--- config.mk ---
export PLATFORM = sky130hd
export DESIGN_NAME = counter_array_mode_ctrl
export DESIGN_NICKNAME = d
export VERILOG_FILES = /design/src/counter_array_pkg.sv /design/src/counter_array_mode_ctrl.sv /design/src/counter_array_timebase.sv
export SDC_FILE = /design/constraint.sdc
export NUM_CORES = 1
export LEC_CHECK = 0
export BUFFER_PORTS_ARGS = -buffer_cell sky130_fd_sc_hd__buf_2
export CAP_MARGIN = 20
export CORE_ASPECT_RATIO = 1.2
export CORE_MARGIN = 4
export CORE_UTILIZATION = 25
export CTS_BUF_LIST = sky130_fd_sc_hd__clkbuf_2
export CTS_CLUSTER_DIAMETER = 100
export CTS_CLUSTER_SIZE = 30
export DETAILED_ROUTE_END_ITERATION = 10
export GPL_TIMING_DRIVEN = 0
export PLACE_DENSITY_LB_ADDON = 0.1
export SYNTH_ARGS = -nofsm -noshare
export SYNTH_HDL_FRONTEND = slang
export SYNTH_SLANG_ARGS = --single-unit
--- constraint.sdc ---
create_clock -name CLK -period 1.7 [get_ports CLK]
set_input_delay 0.34 -clock CLK [delete_from_list [all_inputs] [get_ports CLK]]
set_output_delay 0.34 -clock CLK [all_outputs]
set_load 0.01 [all_outputs]
--- src/counter_array_pkg.sv ---
// constants shared by the counter array mode and timebase logic
package counter_array_pkg;

	localparam int SFR_AW = 8;
	localparam int SFR_DW = 8;
	localparam int MODULES = 6;
	localparam int MODE_W = 3;

	// ************************************************************
	// register addresses
	// ************************************************************
	localparam logic [7:0] ADDR_ARRAY_MODE = 8'hD9;
	localparam logic [7:0] ADDR_MODULE_BASE = 8'hDA;
	localparam logic [7:0] ADDR_MODULE_LAST = 8'hDF;

	// ************************************************************
	// counter_array_mode fields
	// ************************************************************
	localparam logic [7:0] ARRAY_MODE_RESET = 8'h40;
	localparam logic [7:0] ARRAY_MODE_WMASK = 8'hEF;
	localparam int IDLE_SUSPEND_BIT = 7;
	localparam int WATCHDOG_ENABLE_BIT = 6;
	localparam int WATCHDOG_LOCK_BIT = 5;
	localparam int TIMEBASE_LO = 1;
	localparam int OVERFLOW_IRQ_ENABLE_BIT = 0;

	// ************************************************************
	// module_mode_register fields
	// ************************************************************
	localparam logic [7:0] MODULE_MODE_RESET = 8'h00;
	localparam logic [7:0] MODULE_MODE_WMASK = 8'h0F;
	localparam int MODULE_MATCH_IRQ_ENABLE_BIT = 0;
	localparam int MODULE_FIELD_LO = 1;
	localparam int WATCHDOG_MODULE = 5;

	// operating mode codes, one per module
	localparam logic [2:0] OPMODE_OFF = 3'h0;
	localparam logic [2:0] OPMODE_CAPTURE = 3'h1;
	localparam logic [2:0] OPMODE_SW_TIMER = 3'h2;
	localparam logic [2:0] OPMODE_HS_OUTPUT = 3'h3;
	localparam logic [2:0] OPMODE_FREQ_OUT = 3'h4;
	localparam logic [2:0] OPMODE_PWM8 = 3'h5;
	localparam logic [2:0] OPMODE_PWM16 = 3'h6;

	// ************************************************************
	// timebase select codes and divide ratios
	// ************************************************************
	localparam logic [2:0] TB_SYS_DIV12 = 3'h0;
	localparam logic [2:0] TB_SYS_DIV4 = 3'h1;
	localparam logic [2:0] TB_TIMER0 = 3'h2;
	localparam logic [2:0] TB_EXT_COUNT = 3'h3;
	localparam logic [2:0] TB_SYS = 3'h4;
	localparam logic [2:0] TB_EXT_CLK_DIV8 = 3'h5;
	localparam logic [3:0] DIV12_LAST = 4'hB;
	localparam logic [3:0] DIV4_LAST = 4'h3;
	localparam logic [3:0] DIV8_LAST = 4'h7;

endpackage

--- src/counter_array_mode_ctrl.sv ---
// mode, watchdog and interrupt gating control for the counter array
`timescale 1ns/1ns
module counter_array_mode_ctrl
(
	input  wire logic                                    CLK,
	input  wire logic                                    ARST_N,
	input  wire logic [counter_array_pkg::SFR_AW-1:0]    SFR_ADDR,
	input  wire logic                                    SFR_WR,
	input  wire logic [counter_array_pkg::SFR_DW-1:0]    SFR_WDATA,
	output logic      [counter_array_pkg::SFR_DW-1:0]    SFR_RDATA,
	input  wire logic                                    CPU_IDLE,
	input  wire logic                                    TIMER0_OVF,
	input  wire logic                                    EXTERNAL_COUNT_INPUT,
	input  wire logic                                    EXT_CLK,
	input  wire logic                                    GLOBAL_IRQ_ENABLE,
	input  wire logic                                    ARRAY_IRQ_ENABLE,
	input  wire logic                                    COUNTER_OVERFLOW_FLAG,
	input  wire logic [counter_array_pkg::MODULES-1:0]   MODULE_MATCH_FLAG,
	output logic                                         COUNT_TICK,
	output logic [counter_array_pkg::MODULES*3-1:0]      MODULE_OPMODE,
	output logic                                         WATCHDOG_ACTIVE,
	output logic                                         WATCHDOG_EXPIRE,
	output logic                                         IRQ_REQ
);
	import counter_array_pkg::*;

	logic [7:0]         array_mode;
	logic [7:0]         module_mode_register [MODULES];
	logic               mode_wr;
	logic               idle_suspend;
	logic               watchdog_enable;
	logic               watchdog_lock;
	logic [2:0]         timebase_select;
	logic               overflow_irq_enable;
	logic               tb_tick;
	logic [MODULES-1:0] match_enable;
	logic [MODULES-1:0] match_route;
	logic               next_irq;
	logic [7:0]         next_rdata;
	logic [3:0]         div12_age;

	// mode field to operating mode, reserved code turns module off
	function automatic logic [2:0] decode_mode(input logic [7:0] cfg);
		logic [2:0] field;
		field = cfg[MODULE_FIELD_LO +: MODE_W];
		decode_mode = (field > OPMODE_PWM16) ? OPMODE_OFF : field;
	endfunction

	function automatic logic is_module_addr(input logic [7:0] a);
		is_module_addr = (a >= ADDR_MODULE_BASE) && (a <= ADDR_MODULE_LAST);
	endfunction

	assign mode_wr = SFR_WR && (SFR_ADDR == ADDR_ARRAY_MODE);
	assign idle_suspend = array_mode[IDLE_SUSPEND_BIT];
	assign watchdog_enable = array_mode[WATCHDOG_ENABLE_BIT];
	assign watchdog_lock = array_mode[WATCHDOG_LOCK_BIT];
	assign timebase_select = array_mode[TIMEBASE_LO +: 3];
	assign overflow_irq_enable = array_mode[OVERFLOW_IRQ_ENABLE_BIT];

	// ************************************************************
	// array mode register
	// ************************************************************
	always_ff @(posedge CLK or negedge ARST_N)
	begin
		if (!ARST_N)
			array_mode <= ARRAY_MODE_RESET;
		else if (mode_wr)
		begin
			if (watchdog_enable)
			begin
				// only the watchdog bits respond while it runs
				// a locked watchdog cannot be turned off
				if (!watchdog_lock && !SFR_WDATA[WATCHDOG_ENABLE_BIT])
					array_mode[WATCHDOG_ENABLE_BIT] <= 1'b0;
				if (SFR_WDATA[WATCHDOG_LOCK_BIT])
					array_mode[WATCHDOG_LOCK_BIT] <= 1'b1;
			end
			else
			begin
				array_mode <= (SFR_WDATA & ARRAY_MODE_WMASK)
					| {2'h0, watchdog_lock, 5'h00};
			end
		end
	end

	// ************************************************************
	// module mode registers
	// ************************************************************
	always_ff @(posedge CLK or negedge ARST_N)
	begin
		if (!ARST_N)
		begin
			for (int i = 0; i < MODULES; i++)
				module_mode_register[i] <= MODULE_MODE_RESET;
		end
		else if (SFR_WR && is_module_addr(SFR_ADDR))
			module_mode_register[3'(SFR_ADDR - ADDR_MODULE_BASE)] <=
				SFR_WDATA & MODULE_MODE_WMASK;
	end

	always_ff @(posedge CLK or negedge ARST_N)
	begin
		if (!ARST_N)
			MODULE_OPMODE <= '0;
		else
		begin
			// each module decoded on its own
			for (int i = 0; i < MODULES; i++)
				MODULE_OPMODE[i*3 +: 3] <= decode_mode(module_mode_register[i]);
		end
	end

	// ************************************************************
	// register read back
	// ************************************************************
	always_comb
	begin
		next_rdata = 8'h00;
		if (SFR_ADDR == ADDR_ARRAY_MODE)
			next_rdata = array_mode & ARRAY_MODE_WMASK;
		else if (is_module_addr(SFR_ADDR))
			next_rdata = module_mode_register[3'(SFR_ADDR - ADDR_MODULE_BASE)];
	end

	always_ff @(posedge CLK or negedge ARST_N)
	begin
		if (!ARST_N)
			SFR_RDATA <= 8'h00;
		else
			SFR_RDATA <= next_rdata;
	end

	// ************************************************************
	// timebase and idle suspension
	// ************************************************************
	// reserved codes are left to software to avoid; they stall here
	counter_array_timebase counter_array_timebase_i
	(
		.clk          (CLK),
		.arst_n       (ARST_N),
		.sel          (timebase_select),
		.timer0_ovf   (TIMER0_OVF),
		.ext_count_in (EXTERNAL_COUNT_INPUT),
		.ext_clk      (EXT_CLK),
		.tick         (tb_tick)
	);

	always_ff @(posedge CLK or negedge ARST_N)
	begin
		if (!ARST_N)
			COUNT_TICK <= 1'b0;
		else
			COUNT_TICK <= tb_tick && !(idle_suspend && CPU_IDLE);
	end

	// ************************************************************
	// watchdog and interrupt request
	// ************************************************************
	always_comb
	begin
		for (int i = 0; i < MODULES; i++)
			match_enable[i] = module_mode_register[i][MODULE_MATCH_IRQ_ENABLE_BIT];
		// while the watchdog is enabled, module 5 match feeds it, not the interrupt
		match_route = MODULE_MATCH_FLAG & match_enable;
		if (watchdog_enable)
			match_route[WATCHDOG_MODULE] = 1'b0;
		next_irq = GLOBAL_IRQ_ENABLE && ARRAY_IRQ_ENABLE
			&& ((overflow_irq_enable && COUNTER_OVERFLOW_FLAG) || |match_route);
	end

	always_ff @(posedge CLK or negedge ARST_N)
	begin
		if (!ARST_N)
		begin
			WATCHDOG_ACTIVE <= 1'b0;
			WATCHDOG_EXPIRE <= 1'b0;
		end
		else
		begin
			WATCHDOG_ACTIVE <= watchdog_enable;
			WATCHDOG_EXPIRE <= watchdog_enable
				&& MODULE_MATCH_FLAG[WATCHDOG_MODULE];
		end
	end

	always_ff @(posedge CLK or negedge ARST_N)
	begin
		if (!ARST_N)
			IRQ_REQ <= 1'b0;
		else
			IRQ_REQ <= next_irq;
	end

	// cycles the /12 source has stood selected; a switch of source
	// must not look like an early tick
	always_ff @(posedge CLK or negedge ARST_N)
	begin
		if (!ARST_N)
			div12_age <= 4'h0;
		else if (timebase_select != TB_SYS_DIV12)
			div12_age <= 4'h0;
		else if (div12_age != 4'hF)
			div12_age <= div12_age + 4'h1;
	end
endmodule

--- src/counter_array_timebase.sv ---
// timebase tick generator for the counter array
`timescale 1ns/1ns
module counter_array_timebase
(
	input  wire logic       clk,
	input  wire logic       arst_n,
	input  wire logic [2:0] sel,
	input  wire logic       timer0_ovf,
	input  wire logic       ext_count_in,
	input  wire logic       ext_clk,
	output logic            tick
);
	import counter_array_pkg::*;

	logic [3:0] div_cnt;
	logic [3:0] ext_cnt;
	logic [1:0] eci_sync;
	logic       eci_last;
	logic [1:0] clk_sync;
	logic       clk_last;
	logic       eci_fall;
	logic       clk_rise;
	logic [3:0] div_last;
	logic       next_tick;

	assign eci_fall = eci_last & ~eci_sync[1];
	assign clk_rise = ~clk_last & clk_sync[1];
	assign div_last = (sel == TB_SYS_DIV12) ? DIV12_LAST : DIV4_LAST;

	// ************************************************************
	// pin synchronisers, second stage feeds the edge detectors
	// ************************************************************
	always_ff @(posedge clk or negedge arst_n)
	begin
		if (!arst_n)
		begin
			eci_sync <= 2'h3;
			eci_last <= 1'b1;
			clk_sync <= 2'h0;
			clk_last <= 1'b0;
		end
		else
		begin
			eci_sync <= {eci_sync[0], ext_count_in};
			eci_last <= eci_sync[1];
			clk_sync <= {clk_sync[0], ext_clk};
			clk_last <= clk_sync[1];
		end
	end

	// ************************************************************
	// prescalers
	// ************************************************************
	always_ff @(posedge clk or negedge arst_n)
	begin
		if (!arst_n)
			div_cnt <= 4'h0;
		else if (div_cnt >= div_last)
			div_cnt <= 4'h0;
		else
			div_cnt <= div_cnt + 4'h1;
	end

	always_ff @(posedge clk or negedge arst_n)
	begin
		if (!arst_n)
			ext_cnt <= 4'h0;
		else if (clk_rise)
			ext_cnt <= (ext_cnt == DIV8_LAST) ? 4'h0 : ext_cnt + 4'h1;
	end

	always_comb
	begin
		case (sel)
			TB_SYS_DIV12: next_tick = (div_cnt == DIV12_LAST);
			TB_SYS_DIV4: next_tick = (div_cnt >= DIV4_LAST);
			TB_TIMER0: next_tick = timer0_ovf;
			TB_EXT_COUNT: next_tick = eci_fall;
			TB_SYS: next_tick = 1'b1;
			TB_EXT_CLK_DIV8: next_tick = clk_rise && (ext_cnt == DIV8_LAST);
			// reserved codes simply stop the count
			default: next_tick = 1'b0;
		endcase
	end

	always_ff @(posedge clk or negedge arst_n)
	begin
		if (!arst_n)
			tick <= 1'b0;
		else
			tick <= next_tick;
	end

endmodule
==> results.toml <==
[power_and_ir_drop]
p_per_area_nw_per_um2 = 903
ir_worst_vdd_mv = 0.334
leakage_uw = 0.00197

[job]
drv_cap = 0

[floorplan]
row_count = 44
die_h_um = 131
core-area_um2 = 12300
start_util_pct = 25.9
die_w_um = 111
die_area_um2 = 14600
io_pins = 62

[sta]
hold_viol = 0
period_share_pct = 92.0
skew_ps = 30.1
max_freq_ghz = 0.640
worst_pin_slew_ps = 612
finalWorstSetupSlack_ps = 137
maxSlewViolCount = 0
tns_ps = 0
min_period_ps = 1560
maxSlewHeadroom_pct = 58.9
finalSetupViolCount = 0
rsz0062_at_grt = "false"

[logic_synthesis]
synth.area.top_cells = "dfrtp_1 56%, mux2_2 8.5%, a21boi_0 4.5%"
synth-async-reset-ratio_pct = 100
synth_area_um2 = 3180
seq_area_frac_synth_pct = 59.3
postSynthAreaPerCell_um2 = 13.5
synth_top_area_share_pct = 55.9
ys_types = 46
synth-seq-cells = 75
synthFlopType = "dfrtp_1"
synth_most_common_cell = "dfrtp_1"
ys_warn_count = 0
yosysTopAreaCell = "dfrtp_1"
synthCells = 236
synth_edf_count = 0
syn_nets = 274
synth_commonest_cells = "71 x dfrtp_1, 24 x mux2_2, 19 x a21boi_0"

[global_routing]
grt_usage_pct = 10.6
overflow = 0
antenna_found_initial = 0
grt_max_degree = 39
grt_pass1_wl_mm = 12.1
grt_pass1_vias = 2276

[detailed_routing]
ant_nets = 0
wirelength_mm = 7.33
viasPerCell = 4.37
avgRoutedWirePerCell_um = 15.3
dr.pass1.iters = 4
initialDrtViolationCount = 48
drc_errors = 0
route.vias.total = 2098

[min_path]
min-delay-path-class = "input port to flip-flop"

[placement]
routabilityCongestion = 0.737
dp_slack_ps = -439
post-dp-hpwl_mm = 5.44
numPortBuffers = 58

[clock_network]
cts_tree = "built"
cts_made_buffers = 9
path_clk_slew_ps = 190
clock_path_buffers = 2
clock_sinks = 75
cts_setup_buffers = 0
cts-htree-levels = 3
ctsResizeCount = 0
cts_root_buf = "clkbuf_2"
clk_latency_ps = 510

[final_layout]
fillCellCount = 1259
final_util_pct = 31.9
layout-drive-gt1-share_pct = 38.6
diodes = 0
syn2layout_area_growth_pct = 23.2
fin_nets = 352

[setup_path]
path_class = "input port to flip-flop"
cp-end-kind = "flip-flop"
cp.required_ps = 2120
critPathMaxFanout = 10
startpoint_type = "input port"
arrival_ps = 1980

[status]
status = "complete, no violations"
[routing by layer]
| metal | up-vias | wire length, um | global-route usage (%) |
|---|---|---|---|
| met5 | - | 0 | 0 |
| met4 | 0 | 118 | 4.18 |
| met3 | 9 | 336 | 3.86 |
| met2 | 44 | 3710 | 17.4 |
| met1 | 1040 | 3170 | 12.6 |
| li1 | 1005 | - | - |
[logic make-up after synthesis]
family,count (synthesis),synth area share [%]
simple gates,59,10.2
compound gates,43,9.77
flops,75,59.3
other cells,1,0.118
mux,36,15.0
buf+inv,13,2.40
xor+xnor,3,0.828
fa+ha+maj,6,2.36
[critical path, stage by stage]
cell and delay, ps:
buf_2 140, buf_8 140, or3b_4 410, nor4_4 290
and3b_1 230, buf_6 140, mux2_4 290
[cells in the final DEF (no fill, tap or decap), types with 3 or more instances in the layout]
cell	n
a21boi_0	19
inv_1	4
a21o_1	3
nor3_1	4
buf_6	3
nand2b_1	3
clkbuf_2	13
nor2_1	16
buf_2	57
dfrtp_1	71
ha_1	6
a31oi_1	5
dlygate4sd3_1	9
clkbuf_1	3
nand3_1	5
mux4_1	3
dfstp_2	4
mux2i_1	3
and2_2	3
mux2_2	20
nand2_1	13
a21oi_1	4
mux2_4	9
[stage by stage]
stage	cells	instance area (um2)	total power, uW	hold WS (ps)
global placement	455	3700	2600	346
global route	480	3910	3790	18.5
finish	480	3910	3530	78.3
CTS	481	3920	3620	7.74
detailed placement	456	3720	2610	341
floorplan	236	3210	2400	44.4
[layout make-up]
cell class | instances | area [um2] | share of cell area, %
flip-flops and latches | 75 | 1880 | 48.1
multi-input cells | 148 | 1240 | 31.6
repair buffers | 68 | 403 | 10.3
well taps | 161 | 201 | 5.15
plain buffers | 8 | 67.6 | 1.73
clock buffers | 13 | 65.1 | 1.66
clock inverters | 3 | 40.0 | 1.02
inverters | 4 | 15.0 | 0.384
[power by group]
group	internal, uW	leakage (uW)	switching [uW]
clock network	361	0.0000760	595
registers	1940	0.00101	121
logic	257	0.000884	253
total	2560	0.00197	970
[final timing paths]
| kind | slack, ps | end | from | depth (start not counted) |
|---|---|---|---|---|
| worst max-delay path | 140 | array_mode[3] | SFR_ADDR[1] | 7 |
| worst min-delay path | 80 | array_mode[6] | SFR_WDATA[6] | 2 |
| max in group asynchronous | 730 | counter_array_timebase_i.eci_sync[0] | ARST_N | 3 |
| worst min register to register | 370 | counter_array_timebase_i.eci_sync[1] | counter_array_timebase_i.eci_sync[0] | 0 |
| worst max register to register | 160 | counter_array_timebase_i.div_cnt[3] | array_mode[2] | 4 |
| min in group asynchronous | 310 | MODULE_OPMODE[16] | ARST_N | 2 |
[registers in the layout, summed over array words and instances, names as in the netlist, 2 cells and up]
name                               flops
match_enable                           6
SFR_RDATA                              7
counter_array_timebase_i.clk_sync      2
module_mode_register                  18
counter_array_timebase_i.div_cnt       4
array_mode                             7
counter_array_timebase_i.ext_cnt       4
MODULE_OPMODE                         18
counter_array_timebase_i.eci_sync      2
[repair_timing]
item | CTS | global route
hold buffers | 9 | 0
endpoints found under the hold margin | 43 | 0
setup endpoints to repair | 0 | 4
No activity file was read; power rests on OpenSTA's default activity.
